## src/pkg/kds_pkg.sv

```systemverilog
// Constants and types shared by the key/display scanner.
// Assumes a single 40 MHz clock domain and a synchronous reset.
package kds_pkg;

    // Matrix and display geometry
    localparam int NUM_COLS = 16;
    localparam int NUM_ROWS = 4;
    localparam int NUM_NUMERALS = 11;

    // Clock and scan timing
    localparam int CLK_HZ = 40_000_000;
    localparam int CLK_PERIOD_NS = 25;
    localparam int SCAN_RATE_HZ = 100;
    localparam int INSTR_TIME_NS = 10800;
    localparam int INSTR_PER_DIGIT = 60;
    // Longest dwell that still meets the scan rate, rounded down
    localparam int DWELL_CYCLES = CLK_HZ / (SCAN_RATE_HZ * NUM_COLS);
    // Per-digit budget of sixty instruction times, rounded down
    localparam int BUDGET_CYCLES = (INSTR_TIME_NS * INSTR_PER_DIGIT) / CLK_PERIOD_NS;

    // Probe slot length covers the two-stage row synchroniser
    localparam logic [15:0] PROBE_CYCLES = 16'h0004;
    // Consecutive equal scans needed to accept a key
    localparam logic [1:0] DEBOUNCE_SCANS = 2'h3;
    // Cycles allowed for the external nibble multiplexer to settle
    localparam logic [1:0] MUX_SETTLE = 2'h3;

    // Encoder codes
    localparam logic [3:0] CODE_NONE = 4'h0;
    localparam logic [3:0] CODE_MULTI = 4'hF;

    // Reset, blank and numeral decode values
    localparam logic [15:0] STROBE_IDLE = 16'hFFFF;
    localparam logic [10:0] NUMERAL_OFF = 11'h000;
    localparam logic [10:0] NUMERAL_ALT = 11'h400;
    localparam logic [3:0] NUMERAL_MAX = 4'h9;

    typedef enum logic [2:0] {
        KDS_PROBE = 3'b001,
        KDS_SELECT = 3'b010,
        KDS_DWELL = 3'b100
    } kds_scan_state_t;

    typedef enum logic [3:0] {
        KDS_C_IDLE = 4'b0001,
        KDS_C_LOW = 4'b0010,
        KDS_C_HIGH = 4'b0100,
        KDS_C_RELEASE = 4'b1000
    } kds_char_state_t;

endpackage

```

## src/rtl/kds_key_encode.sv

```systemverilog
// Position encoder for one column sample of the key matrix.
// Pure combinational; the caller registers the result.
`timescale 1ns/1ps
`default_nettype none

module kds_key_encode
(
    // Column sample, one bit per row, high = pressed
    input wire logic [3:0] sample,
    // Position code
    output logic [3:0] code
);

    always_comb
    begin
        case (sample)
            4'h0: code = kds_pkg::CODE_NONE;
            4'h1: code = 4'h1;
            4'h2: code = 4'h2;
            4'h4: code = 4'h3;
            4'h8: code = 4'h4;
            // Any two or more pressed keys are ambiguous
            default: code = kds_pkg::CODE_MULTI;
        endcase
    end

endmodule

`default_nettype wire

```

## src/rtl/kds_scanner.sv

```systemverilog
// Key matrix and multiplexed numeral display scanner.
// Assumes row sense lines and the pre-encoded keyboard pins are asynchronous;
// digitValue comes from logic on the same clock and answers digitIndex.
`timescale 1ns/1ps
`default_nettype none

module kds_scanner
#(
    // Cycles per digit slot; shorten in simulation (at least 3)
    parameter int TICK_CYCLES = kds_pkg::DWELL_CYCLES
)
(
    // Clock, reset and enable
    input wire logic clk,
    input wire logic reset,
    input wire logic ce,
    // Key matrix
    output logic [15:0] columnStrobeN,
    input wire logic [3:0] rowSenseN,
    // Display
    output logic [3:0] digitIndex,
    input wire logic [3:0] digitValue,
    output logic [10:0] numeralDrive,
    output logic [15:0] positionEnable,
    // Debounced key
    output logic keyValid,
    output logic [3:0] keyColumn,
    output logic [3:0] keyCode,
    // Pre-encoded keyboard
    input wire logic keyReady,
    input wire logic [3:0] keyNibble,
    output logic nibbleSelect,
    output logic charValid,
    output logic [7:0] charCode
);

    typedef struct packed {
        kds_pkg::kds_scan_state_t scanState;
        logic [3:0] scanIdx;
        logic [15:0] tickCnt;
        logic scanKeys;
        logic [15:0][3:0] lastCode;
        logic [15:0][1:0] hits;
        logic [15:0] reported;
        logic [15:0] strobeN;
        logic [10:0] numeral;
        logic [15:0] position;
        logic keyValid;
        logic [3:0] keyColumn;
        logic [3:0] keyCode;
        logic [3:0] rowsMeta;
        logic [3:0] rowsSync;
        logic readyMeta;
        logic readySync;
        logic [3:0] nibMeta;
        logic [3:0] nibSync;
        kds_pkg::kds_char_state_t charState;
        logic [1:0] waitCnt;
        logic [3:0] lowNib;
        logic muxSel;
        logic charValid;
        logic [7:0] charCode;
    } kds_state_t;

    kds_state_t state_reg;
    kds_state_t state_next;
    logic [3:0] encSample;
    logic [3:0] encCode;
    logic [15:0] tickReload;

    // Rows read low when pressed, so invert before encoding
    assign encSample = ~state_reg.rowsSync;
    assign tickReload = 16'(TICK_CYCLES - 1);

    kds_key_encode u_encode
    (
        .sample(encSample),
        .code(encCode)
    );

    always_comb
    begin
        state_next = state_reg;
        state_next.keyValid = 1'b0;
        state_next.charValid = 1'b0;

        // Two-stage synchronisers for everything that arrives on pins
        state_next.rowsMeta = rowSenseN;
        state_next.rowsSync = state_reg.rowsMeta;
        state_next.readyMeta = keyReady;
        state_next.readySync = state_reg.readyMeta;
        state_next.nibMeta = keyNibble;
        state_next.nibSync = state_reg.nibMeta;

        unique case (state_reg.scanState)
            kds_pkg::KDS_PROBE:
            begin
                // Display driver off: every column low, whole matrix visible
                state_next.strobeN = 16'h0000;
                state_next.position = 16'h0000;
                state_next.numeral = kds_pkg::NUMERAL_OFF;
                if (state_reg.tickCnt != 16'h0000)
                begin
                    state_next.tickCnt = state_reg.tickCnt - 16'h0001;
                end
                else
                begin
                    // Skip key testing when nothing is pressed or pending
                    state_next.scanKeys = (|encSample) || (|state_reg.lastCode);
                    if (!((|encSample) || (|state_reg.lastCode)))
                    begin
                        state_next.hits = '0;
                        state_next.reported = 16'h0000;
                    end
                    state_next.scanIdx = 4'h0;
                    state_next.scanState = kds_pkg::KDS_SELECT;
                end
            end
            kds_pkg::KDS_SELECT:
            begin
                // One counter picks both the key column and the digit
                state_next.strobeN = ~(16'h0001 << state_reg.scanIdx);
                state_next.position = 16'h0000;
                if (digitValue <= kds_pkg::NUMERAL_MAX)
                begin
                    state_next.numeral = 11'h001 << digitValue;
                end
                else
                begin
                    // Codes above nine light the eleventh line
                    state_next.numeral = kds_pkg::NUMERAL_ALT;
                end
                state_next.tickCnt = tickReload;
                state_next.scanState = kds_pkg::KDS_DWELL;
            end
            kds_pkg::KDS_DWELL:
            begin
                state_next.position = 16'h0001 << state_reg.scanIdx;
                if (state_reg.tickCnt != 16'h0000)
                begin
                    state_next.tickCnt = state_reg.tickCnt - 16'h0001;
                end
                else
                begin
                    state_next.position = 16'h0000;
                    // Rows have settled by the end of the slot; test this column
                    if (state_reg.scanKeys)
                    begin
                        if (encCode == state_reg.lastCode[state_reg.scanIdx])
                        begin
                            if (state_reg.hits[state_reg.scanIdx] != kds_pkg::DEBOUNCE_SCANS)
                            begin
                                state_next.hits[state_reg.scanIdx] =
                                    state_reg.hits[state_reg.scanIdx] + 2'h1;
                            end
                            if (state_reg.hits[state_reg.scanIdx] ==
                                kds_pkg::DEBOUNCE_SCANS - 2'h1 &&
                                encCode != kds_pkg::CODE_NONE &&
                                encCode != kds_pkg::CODE_MULTI &&
                                !state_reg.reported[state_reg.scanIdx])
                            begin
                                state_next.keyValid = 1'b1;
                                state_next.keyColumn = state_reg.scanIdx;
                                state_next.keyCode = encCode;
                                state_next.reported[state_reg.scanIdx] = 1'b1;
                            end
                        end
                        else
                        begin
                            // Any change restarts the count for this column
                            state_next.lastCode[state_reg.scanIdx] = encCode;
                            state_next.hits[state_reg.scanIdx] = 2'h1;
                            state_next.reported[state_reg.scanIdx] = 1'b0;
                        end
                    end
                    if (state_reg.scanIdx == 4'hF)
                    begin
                        state_next.scanIdx = 4'h0;
                        state_next.tickCnt = kds_pkg::PROBE_CYCLES - 16'h0001;
                        state_next.scanState = kds_pkg::KDS_PROBE;
                    end
                    else
                    begin
                        state_next.scanIdx = state_reg.scanIdx + 4'h1;
                        state_next.scanState = kds_pkg::KDS_SELECT;
                    end
                end
            end
        endcase

        // Pre-encoded keyboard: poll ready, then read both nibbles
        unique case (state_reg.charState)
            kds_pkg::KDS_C_IDLE:
            begin
                if (state_reg.readySync)
                begin
                    state_next.muxSel = 1'b0;
                    state_next.waitCnt = 2'h0;
                    state_next.charState = kds_pkg::KDS_C_LOW;
                end
            end
            kds_pkg::KDS_C_LOW:
            begin
                // Wait covers the mux settling plus the synchroniser
                if (state_reg.waitCnt != kds_pkg::MUX_SETTLE)
                begin
                    state_next.waitCnt = state_reg.waitCnt + 2'h1;
                end
                else
                begin
                    state_next.lowNib = state_reg.nibSync;
                    state_next.muxSel = 1'b1;
                    state_next.waitCnt = 2'h0;
                    state_next.charState = kds_pkg::KDS_C_HIGH;
                end
            end
            kds_pkg::KDS_C_HIGH:
            begin
                if (state_reg.waitCnt != kds_pkg::MUX_SETTLE)
                begin
                    state_next.waitCnt = state_reg.waitCnt + 2'h1;
                end
                else
                begin
                    state_next.charCode = {state_reg.nibSync, state_reg.lowNib};
                    state_next.charValid = 1'b1;
                    state_next.muxSel = 1'b0;
                    state_next.charState = kds_pkg::KDS_C_RELEASE;
                end
            end
            kds_pkg::KDS_C_RELEASE:
            begin
                // One character per ready pulse; a held ready is not re-read
                if (!state_reg.readySync)
                begin
                    state_next.charState = kds_pkg::KDS_C_IDLE;
                end
            end
        endcase
    end

    always_ff @(posedge clk)
    begin
        if (reset)
        begin
            state_reg <= '0;
            state_reg.scanState <= kds_pkg::KDS_PROBE;
            state_reg.tickCnt <= kds_pkg::PROBE_CYCLES - 16'h0001;
            state_reg.strobeN <= kds_pkg::STROBE_IDLE;
            state_reg.rowsMeta <= 4'hF;
            state_reg.rowsSync <= 4'hF;
            state_reg.charState <= kds_pkg::KDS_C_IDLE;
        end
        else if (ce)
        begin
            state_reg <= state_next;
        end
    end

    assign columnStrobeN = state_reg.strobeN;
    assign digitIndex = state_reg.scanIdx;
    assign numeralDrive = state_reg.numeral;
    assign positionEnable = state_reg.position;
    assign keyValid = state_reg.keyValid;
    assign keyColumn = state_reg.keyColumn;
    assign keyCode = state_reg.keyCode;
    assign nibbleSelect = state_reg.muxSel;
    assign charValid = state_reg.charValid;
    assign charCode = state_reg.charCode;

    // Helper: length of the current position pulse in enabled cycles
    logic [15:0] dwellRun;
    always_ff @(posedge clk)
    begin
        if (reset || !(|state_reg.position))
        begin
            dwellRun <= 16'h0000;
        end
        else if (ce)
        begin
            dwellRun <= dwellRun + 16'h0001;
        end
    end
endmodule

`default_nettype wire

```

## config.mk

```make
export PLATFORM = sky130hd
export DESIGN_NAME = kds_scanner
export DESIGN_NICKNAME = d
export VERILOG_FILES = /design/src/pkg/kds_pkg.sv /design/src/rtl/kds_key_encode.sv /design/src/rtl/kds_scanner.sv
export SDC_FILE = /design/constraint.sdc
export NUM_CORES = 1
export LEC_CHECK = 0
export BUFFER_PORTS_ARGS = -buffer_cell sky130_fd_sc_hd__buf_2
export CAP_MARGIN = 20
export CORE_AREA = 2 2 144 146
export CTS_BUF_LIST = sky130_fd_sc_hd__clkbuf_2 sky130_fd_sc_hd__clkbuf_4 sky130_fd_sc_hd__clkbuf_8
export CTS_CLUSTER_SIZE = 16
export DETAILED_ROUTE_END_ITERATION = 16
export DIE_AREA = 0 0 146 148
export GPL_TIMING_DRIVEN = 0
export HOLD_SLACK_MARGIN = 0.1
export PLACE_DENSITY = 0.75
export SYNTH_ARGS = -nofsm -noshare
export SYNTH_HDL_FRONTEND = slang
export SYNTH_SLANG_ARGS = --single-unit
```

## constraint.sdc

```tcl
create_clock -name clk -period 3.5 [get_ports clk]
set_clock_uncertainty 0.1 [all_clocks]
set_input_delay 0.175 -clock clk [delete_from_list [all_inputs] [get_ports clk]]
set_output_delay 0.175 -clock clk [all_outputs]
set_load 0.05 [all_outputs]
```

# After elaboration in Yosys (flattened, before gate mapping)
# Cells that the tools add are included.
classes:
  n_addsub: 4
  magnitude_cmp: 3
  n_eq_ne: 30
  n_shift: 2
  n_mux: 53
  bitwise_logic: 11
  reduce_logical: 29
ops:
  columns: ["op", "n"]
  rows:
  - ["$mux 48", 5]
  - ["$pmux 48 s2", 1]
  - ["$bwmux 64", 1]
  - ["$mux 16", 4]
  - ["$reduce_or 64->1", 1]
  - ["$pmux 27 s2", 1]
  - ["$not 16->16", 3]
  - ["$pmux 16 s3", 1]
  - ["$mux 9", 5]
  - ["$and 16x16->16", 2]
  - ["$bwmux 32", 1]
  - ["$mux 32", 1]
  - ["$or 16x16->16", 2]
  - ["$pmux 16 s2", 1]
  - ["$mux 25", 1]
  - ["$ne 2x2->1 const B", 12]
  - ["$mux 4", 5]
  - ["$pmux 4 s5", 1]
  - ["$bmux 4 s4", 1]
  - ["$demux 4 s4", 1]
  - ["$pmux 4 s4", 1]
  - ["$reduce_bool 16->1", 1]
  - ["$shl 1x4->16 const A", 1]
  - ["$sub 16x1->16 const B", 1]
  - ["other kinds (48)", 78]
word_totals:
  regBits: 226
  inputBits: 16
  word_cells: 187

# Logic depth before layout (Yosys ltp)
# Gate-level depths: netlist of the first run.
depth:
  ltp_word: 12
  ltp_mapped: 15
  ltp_nobuf: 10

# Hierarchy
# Synthesis of the first run repeated with hierarchy kept, for this count alone.
unflattened:
  hier_cells: 1211
  area_unflattened_um2: 11035.6
by_module_without_submodules:
  columns: ["module", "n_inst", "cells_each", "area_each_um2", "seq_area_each_um2"]
  rows:
  - ["kds_scanner", 1, 1202, 10984.3, 4524.3]
  - ["kds_key_encode", 1, 9, 51.3, 0.0]

# Worst setup path before layout of the first run
# OpenSTA, ideal clock, no wires.
synth_path:
  kind: "register -> register"
  from: "register state_reg, in the netlist digitIndex[0]"
  to: "register state_reg[120] (netlist name)"
  arrival_ns: 3.546
  required_ns: 3.283
  path_slack_ns: -0.263
  path_stages_with_launch: 12
  period_less_slack_ns: 3.763
  path_cell_list: "dfxtp_1 > buf_4 > buf_4 > buf_1 > mux4_2 > mux4_2 > ha_1 > buf_1 > nor4_4 > buf_4 > nand3_1 > a32o_1"
synth_between:
  elab_chain_len: 10
  word_cells_on_any_way: 21
  cone_classes: "add/sub (1); order compare (2); eq/ne (3); mux (12); bitwise (1); reduce/logical (2)"
synth_lines:
  columns: ["element", "line", "rtl"]
  rows:
  - ["from (decl)", "kds_scanner.sv:65", "kds_state_t state_reg;"]
  - ["from (signal assigned)", "kds_scanner.sv:256", "state_reg <= state_next;"]
  - ["$lt 4x5->1 (not written as such) / $ge 4x1->1 (equally long branches)", "kds_scanner.sv:153, kds_scanner.sv:172", null]
  - ["$logic_and 1x1->1 (not written as such)", "kds_scanner.sv:153, kds_scanner.sv:172", null]
  - ["$mux 2 (not written as such)", "kds_scanner.sv:153, kds_scanner.sv:172", null]
  - ["$demux 2 s4", "kds_scanner.sv:153, kds_scanner.sv:172", null]
  - ["$bwmux 32", "kds_scanner.sv:153", "state_next.hits[state_reg.scanIdx] ="]
  - ["$mux 32", "kds_scanner.sv:151", "if (state_reg.hits[state_reg.scanIdx] != kds_pkg::DEBOUNCE_SCANS)"]
  - ["$mux 48", "kds_scanner.sv:149", "if (encCode == state_reg.lastCode[state_reg.scanIdx])"]
  - ["$mux 48", "kds_scanner.sv:147", "if (state_reg.scanKeys)"]
  - ["$mux 48", "kds_scanner.sv:139", "if (state_reg.tickCnt != 16'h0000)"]
  - ["$pmux 48 s2", "kds_scanner.sv:95", "unique case (state_reg.scanState)"]
# Parallel ways exist; a longest one is shown, timed or not. The select of a mux whose other input is x is not followed.
# A chain may end at the register's enable or synchronous reset.

# Final worst setup path of the first run
layout_path:
  from: "register state_reg, in the netlist digitIndex[3]"
  to: "register state_reg[110] (netlist name)"
# Same word-level chain as after synthesis.

==> results.txt, run 1 <==
The run finished, with violations left. The checks that failed: setup timing. Tracing the worst setup path back leads to its startpoint at digitIndex[3]. The analysis attributes to net switching a power of 1.551 mW. The register area share after synthesis came out at 40.03%. The total power per unit cell area came out at 437.6 nW/um^2. The final clock period utilization by the worst path came out at 100.7%. The count of clock tree sinks is 226.

The starting utilization of the core area is 56.41%. Summed over all layers, the routed wires come to 36,230 um. Averaged over all synthesized cells, the footprint is 9.182 um^2. The time the final worst path needs with I/O delays and setup came out at 3.526 ns. The max-cap violation count came out at 0.

Dividing the detail-routed wire length by the instance count gives 21.62 um. Of the total power, the share spent switching nets is 26.44%. The die area came out at 21,610 um^2. The worst setup path is captured at a flop. The met2 capacity usage during global routing came out at 50.12%. The cell count after synthesis came out at 1,231. The portion of netlist area occupied by mux cells came out at 11.99%. The cell area after synthesis came out at 11,300 um^2.

The area share of xor/xnor cells in the synthesized design is 1.317%. The depth of the worst register-to-register path is 11. The global placer's final weighted congestion is 0.9666. The clock network burns 44.0% of the power. The count of antenna-violating nets left after detailed routing came out at 0. The fraction of final layout cells with drive strength greater than 1 is 23.97%. The cell internal power dissipation is 4.314 mW. After legalization and detailed placement, the total HPWL measured 25,100 um.

The area growth from synthesis to layout is 18.56%. The maximum frequency from static timing analysis is 283.6 MHz. The worst IR drop on VDD came out at 341.5 uV.

The final count of pins violating max slew came out at 0. The met3 routing resource usage after global routing came out at 7.593%. The cell depth of the worst setup path came out at 11. The number of synthesized flops with an enable pin is 0. The overall fraction of global-route tracks in use is 32.84%. The layout has 1,675 filler cells.

The area of the core is 20,040 um^2. Summing the areas of all compound-gate instances in the mapped netlist gives 20.07% of the synthesized area. After floorplanning, the core was divided into 52 placement rows. The total cell area at the placement stage came out at 12,050 um^2. The end-of-flow core utilization is 66.88%. The top fanout value on the critical path is 10. TritonCTS built the clock tree. The final layout contains 1,411 nets. STA classifies the critical path startpoint as a flop.

The delay of the slowest cell on the worst path came out at 0.50 ns. Once layout is done, the placed cells without fillers occupy 13,400 um^2. The number of failing hold endpoints at the final stage was 0. The last element of the critical path is state_reg[110].

In the synthesized netlist the dominant register cell turns out to be dfxtp_1. The data arrival at the endpoint of the critical path is 3.87 ns. met2 is the most crowded layer. Among all stages on the critical path, the largest delay is contributed by a211oi_2. The leakage power figure came out at 5.490 nW.

Counting tap cells, the placed design contains a total of 1,581 instances. The register with the most flip-flops in the layout has 151 of them. The clock edge transition at the registers on the reported setup and hold paths came out at 0.06 ns. The largest net degree at the start of global routing is 12. The initial antenna violation count came out at 0. Sequential cells burn 45.7% of the power. The met1 track demand over resource in global routing came out at 44.12%. The proportion of power drawn by combinational gates came out at 10.3%. The critical setup path kind is flop to flop.

Among cell families on the critical path, the largest total delay comes from buffers and inverters. The first global-routing pass estimated 55,930 um of wire. The first routing iteration left 1,230 violations. The setup slack after layout came out at -0.02606 ns. The reg2reg setup slack came out at -0.03 ns. Yosys mapped the design onto 72 distinct sky130hd cell types. After the flow finishes, the layout carries non-filler instances totaling 1,676. Data on the critical path is required at its endpoint by 3.85 ns. In the layout the commonest cells are dfxtp_1, nor2_1, nand2_1.

The remaining global-route overflow came out at 0. The maximum clock insertion buffer count came out at 3. The fraction of synthesis flops using an asynchronous set or reset pin is 0%.

The worst hold-check path type is input pin to flop. Setup violations remaining at the end of the flow were counted as 3. The number of I/O port buffers came out at 80.

The final route contains 10,820 vias. The worst relative slew slack came out at 38.56%. Walking the worst path, the cells encountered are buf_6 -> buf_4 -> mux4_2 -> mux2i_1 -> xor2_1 -> o211ai_1 -> a211oi_2 -> clkbuf_4 -> buf_2 -> nand3_1 -> a32o_1. Setup repair after global routing could not meet its margin everywhere.

The repair_antennas step left the layout with diodes totalling 0. The number of H-tree levels is 2. The first detailed-routing pass ran for 6 iterations. Leaving out fill and tap cells, the most frequent cell in the layout is dfxtp_1. From bottom edge to top edge, the die measures 148 um. The number of global-route vias before repair came out at 10,090.

The transition at the pin with the smallest max-transition slack came out at 0.9216 ns. Counting the buffers created by CTS gives 39. In this run, synthesis produced a sequential element count of 226. The number of warnings issued by yosys is 0. By area, the combinational part of the netlist is dominated by compound AO/OA/AOI/OAI gates.

The via count normalized by instance count came out at 6.456. In this run the critical register-to-register path is launched from digitIndex[3]. The chip width is 146 um. The number of nets produced by synthesis came out at 1,257. The insertion delay to the later sink of the worst-skew pair came out at 0.56 ns. The tree is rooted in a clkbuf_8. After Yosys synthesis, and, or, nand and nor cells account for 16.35% of the synthesized area. The end of the worst register-to-register path is state_reg[110]. After Yosys synthesis, full adders, half adders and majority gates account for 1.284% of the synthesized area. In the routed design, unresolved DRC markers number 0. Pin placement for this block handled 82 I/O pins.

The number of buffer and inverter instances along the worst setup path came out at 4.
## repair_timing
action,CTS,global route
gates cloned,0,1
hold buffers,17,0
setup buffers,5,13
hold endpoints to repair,22,0
pin swaps,3,4
setup endpoints to repair,128,124
gates resized for setup,33,29
## metrics by stage
step / power (mW) / setup TNS, ns / setup WS, ns / hold slack, ns
floorplan: 3.149 / 0 / 0.004202 / 0.2034
global placement: 3.291 / -39.47 / -0.9203 / 0.3103
detailed placement: 3.300 / -43.95 / -0.9548 / 0.3169
CTS: 5.855 / -0.7344 / -0.06135 / 0.2325
global route: 6.035 / -0.2566 / -0.03524 / 0.3027
finish: 5.865 / -0.05039 / -0.02606 / 0.2652
## cell type report
class | instances | area [um^2] | share of cell area (%)
clock buffers | 56 | 720.7 | 5.378
well taps | 270 | 337.8 | 2.521
flip-flops and latches | 226 | 4532 | 33.82
plain buffers | 173 | 1040 | 7.758
repair buffers | 116 | 738.2 | 5.508
inverters | 17 | 68.82 | 0.5135
clock inverters | 6 | 95.09 | 0.7096
multi-input cells | 812 | 5869 | 43.80
## cells in the mapped netlist, drive strengths merged (5+ instances only)
master	n	area, um^2
xnor2	12	105.1
a22oi	21	157.7
nand3	43	220.2
nand2b	5	31.28
or3	5	31.28
mux4	29	653.1
a311o	11	110.1
and2	6	37.54
a211oi	5	37.54
a21oi	44	220.2
nor3	23	148.9
a32oi	6	52.55
nand4	13	81.33
and3	17	106.4
nand2	105	396.6
dfxtp	226	4524
o211ai	6	45.04
clkbuf	77	290.3
o31ai	29	217.7
a31oi	31	193.9
buf	99	659.4
ha	10	125.1
nor3b	5	37.54
o21ai	41	209.0
mux2i	69	690.7
a32o	14	140.1
a311oi	39	341.6
inv	14	52.55
a21o	16	120.1
nor4	26	192.7
a221o	16	160.2
xor2	5	43.79
nor2	110	417.9
or4	7	56.30
## worst min-delay path by stage
stage | start | endpoint | cells past startpoint | slack (ns)
floorplan | rowSenseN[0] | state_next[30] | 2 | 0.20
global placement | rowSenseN[0] | state_next[30] | 3 | 0.31
detailed placement | rowSenseN[0] | state_next[30] | 3 | 0.32
CTS | ce | state_reg[16] | 3 | 0.23
global route | rowSenseN[0] | state_next[30] | 4 | 0.30
finish | ce | state_reg[16] | 3 | 0.27
## routing by layer
| metal | part of all wire (%) | vias up |
|---|---|---|
| li1 | - | 4852 |
| met1 | 40 | 5130 |
| met2 | 44 | 701 |
| met3 | 11 | 137 |
| met4 | 4.8 | 0 |
| met5 | 0 | - |
## worst reg2reg max path: stages, from the launching register on
cell and delay [ns]:
dfxtp_1 0.39, buf_6 0.20, buf_4 0.23, mux4_2 0.31, mux2i_1 0.26, xor2_1 0.18, o211ai_1 0.23, a211oi_2 0.50
clkbuf_4 0.34, buf_2 0.28, nand3_1 0.11, a32o_1 0.28
## cell families (layout without fill, tap and decap cells)
family          Yosys count  count (layout)
compound gates          307             307
xor+xnor                 17              17
fa+ha+maj                12              12
buf+inv                 193             368
flops                   226             226
mux                      99              99
simple gates            377             377
## power by group through the flow
stage | registers [mW] | clock network [mW] | logic, mW
global placement | 2.74 | 0 | 0.555
CTS | 2.68 | 2.59 | 0.580
detailed placement | 2.74 | 0 | 0.562
finish | 2.68 | 2.58 | 0.602
floorplan | 2.72 | 0 | 0.424
global route | 2.69 | 2.70 | 0.641
Power figures use the tool's default switching activity.
==> run 2: changes to the inputs <==
--- a/config.mk
+++ b/config.mk
@@ -7,14 +7,15 @@
 export LEC_CHECK = 0
 export BUFFER_PORTS_ARGS = -buffer_cell sky130_fd_sc_hd__buf_2
 export CAP_MARGIN = 20
-export CORE_AREA = 2 2 144 146
+export CORE_AREA = 2 2 143 145
 export CTS_BUF_LIST = sky130_fd_sc_hd__clkbuf_2 sky130_fd_sc_hd__clkbuf_4 sky130_fd_sc_hd__clkbuf_8
 export CTS_CLUSTER_SIZE = 16
 export DETAILED_ROUTE_END_ITERATION = 16
-export DIE_AREA = 0 0 146 148
+export DIE_AREA = 0 0 145 147
 export GPL_TIMING_DRIVEN = 0
 export HOLD_SLACK_MARGIN = 0.1
 export PLACE_DENSITY = 0.75
 export SYNTH_ARGS = -nofsm -noshare
 export SYNTH_HDL_FRONTEND = slang
+export SYNTH_HIERARCHICAL = 1
 export SYNTH_SLANG_ARGS = --single-unit
==> constraint.sdc (replaced) <==
create_clock -name clk -period 3.5 [get_ports clk]
set_clock_uncertainty 0.1 [all_clocks]
set_input_delay 0.525 -clock clk [delete_from_list [all_inputs] [get_ports clk]]
set_output_delay 0.525 -clock clk [all_outputs]
set_load 0.05 [all_outputs]
==> results.txt, run 2 <==
The flow ran to the end, but the final reports show violations. The checks that failed: setup timing. The chip width came out at 145 um. The setup slack after layout is -0.2975 ns. 82 I/O pins were placed. The area of the core is 19,840 um^2.

The commonest non-fill, non-tap cell in the layout is dfxtp_1. After synthesis, the mean cell area works out to 9.113 um^2. The pre-antenna-repair detailed-routing pass consisted of 5 iterations. The die outline height came out at 147 um. The final count of pins violating max slew is 0.

The number of storage elements in the synthesis netlist is 226. The finished layout cell area is 13,230 um^2. The detail route stage leaves a number of antenna-violating nets equal to 0. The number of global-route vias before repair came to 9,335. The post-route netlist has 24.80% of its cells at a drive strength greater than 1. The number of synthesized flops with an enable pin came out at 0.

By instance count, the leading cell after synthesis is dfxtp_1. The library cell with the largest summed area after synthesis is dfxtp_1. The number of nets produced by synthesis is 1,237.

In this run the deepest clock path goes through 3 buffers. The register area share after synthesis is 41.00%. Across the run, the number of max-cap violations was 0.

The number of I/O port buffers came out at 80. Data arrives at the worst endpoint at 4.14 ns. Summing every instance area after synthesis gives 11,040 um^2. The worst hold path begins at rowSenseN[1]. The remaining global-route overflow is 0.

The clock edge transition at the registers on the reported setup and hold paths came out at 0.07 ns. The via total after detailed routing is 9,893. The min-delay analysis places its worst path in the category input pin to flop. The leakage power figure came out at 5.581 nW.

In the routed layout, each cell is associated on average with a via count of 5.985. Counting flops with an async set or reset pin after synthesis yields a share of 0%. The final setup violation count is 19. For this block, the initial DRC count from the detailed router was 817. The number of failing hold endpoints at the final stage came out at 0. The number of H-tree levels is 2. By area the synthesized netlist is led by dfxtp_1, mux2i_1, mux4_2, nand2_1, buf_4. Setup repair after global routing could not meet its margin everywhere. The worst setup path is captured at a flop. The root buffer cell is clkbuf_8. Counting instances in the post-synthesis netlist gives the leading cell types as dfxtp_1, nand2_1, nor2_1, mux2i_1, clkbuf_1. Along the worst path, the maximum fanout reaches 6. The top cell types in the final layout, fill and taps aside, are dfxtp_1, nand2_1, nor2_1.

Relative to the synthesized area, the layout overhead comes to 19.89%. The transition at the pin with the smallest max-transition slack came out at 1.095 ns. The count of clock tree sinks came out at 226.

Timing would allow up to 263.3 MHz. The time the final worst path needs with I/O delays and setup is 3.797 ns. The final layout contains routed wiring with a total length of 32,670 um. IR analysis of the VDD net gives a maximum drop of 291.0 uV. In the global route stage, overall resource usage came out at 29.76%.

The commonest register cell after synthesis is dfxtp_1. The detail-routed net length per standard cell came out at 19.76 um. At the worst endpoint, the required time is 3.84 ns. The critical path in this run is classified as flop to flop. For the worst-skew pair, the clock arrives at the later sink with an insertion delay of 0.56 ns. In this run the critical register-to-register path is launched from digitIndex[0]. The number of buffers created by CTS came out at 39. The die area came out at 21,320 um^2. The first global-routing pass estimated 50,590 um of wire. The most critical setup path has its startpoint at digitIndex[0]. The total number of placement rows came out at 52. The net count of the finished layout is 1,380.

The TritonCTS clock tree is built. The number of antenna diodes in the final layout is 0. The top cell type by area accounts for 41.00% of the synthesized area.

Detailed placement finished with a half-perimeter wire length of 23,400 um. STA classifies the critical path startpoint as a flop. The initial antenna violation count is 0. In this run the power density over the cells is 450.8 nW/um^2. The total cell area at the placement stage is 11,830 um^2. For this configuration, the core starts out at a cell density of 55.61%. The worst relative slew slack is 26.87%. The register with the most flip-flops in the layout has 151 of them. The cell count after synthesis is 1,211. The number of distinct library cell variants in the gate-level netlist after synthesis came out at 68. The remaining design rule violation count came out at 0. The global placer's final weighted congestion is 0.9836. The final clock period utilization by the worst path came out at 108.5%. The pre-CTS worst setup slack is -1.697 ns. The accumulated negative setup slack is -2.537 ns. The largest net degree at the start of global routing is 11. The Yosys step of the flow raised 6 warnings.
==> run 2: worst max-delay path: stages, from the launching register on <==
cell       delay (ns)
dfxtp_4          0.38
clkbuf_16        0.16
mux4_2           0.50
mux4_2           0.52
inv_2            0.09
ha_4             0.15
o41ai_4          0.07
a41oi_2          0.26
nand3_2          0.16
or3_4            0.41
nor4_4           0.26
buf_6            0.17
mux2_4           0.30
and2_4           0.14
==> run 2: cell type report <==
| cell class | instances | area (um^2) |
|---|---|---|
| tap | 270 | 337.8 |
| timing repair buffer | 104 | 599.3 |
| sequential | 226 | 4539 |
| clock buffer | 59 | 780.7 |
| clock inverter | 11 | 161.4 |
| fill | 1623 | 6614 |
| buffer | 155 | 973.4 |
| multi-input combinational | 812 | 5774 |
| inverter | 16 | 63.81 |
==> run 2: metrics by stage <==
step / util [%] / power, mW / hold slack, ns / instances
after floorplan: - / 3.028 / 0.3271 / 1211
after global placement: 59.63 / 3.147 / 0.3393 / 1561
after global routing: 66.67 / 6.142 / 0.1132 / 1653
final: 66.67 / 5.965 / 0.1087 / 1653
after CTS: 65.80 / 5.970 / 0.1076 / 1644
after detailed placement: 59.63 / 3.154 / 0.3468 / 1561
==> run 2: power breakdown <==
group / internal, mW / switching (mW) / total [mW]
clock network: 1.73 / 1.11 / 2.84
logic: 0.152 / 0.339 / 0.491
registers: 2.61 / 0.0274 / 2.64
==> run 2: final timing paths <==
check	cells after the start	endpoint	slack, ns
worst max-delay path	13	keyCode[1]	-0.30
worst min-delay path	3	state_next[31]	0.11
worst max register to register	13	keyCode[1]	-0.30
worst min register to register	1	state_reg[135]	0.36
==> run 2: what timing repair did <==
action / CTS / global route
setup endpoints to repair: 135 / 106
pin swaps: 3 / 10
resized for setup: 44 / 33
hold buffers: 3 / 0
hold endpoints to repair: 3 / 0
buffers inserted: 11 / 10
==> run 2: cells by family (layout without fill, tap and decap cells) <==
group | after synthesis | in the layout | share of synthesized area, %
buf+inv | 173 | 345 | 8.458
xor+xnor | 10 | 10 | 0.7937
flops | 226 | 226 | 41.00
compound gates | 214 | 214 | 13.69
fa+ha+maj | 10 | 10 | 1.134
mux | 137 | 137 | 15.63
simple gates | 441 | 441 | 19.30
==> run 2: layer usage <==
layer	share of wire, %	global-route usage (%)
met1	43	40.56
met2	46	47.26
met3	8.4	5.683
met4	3.0	11.29
met5	0	0
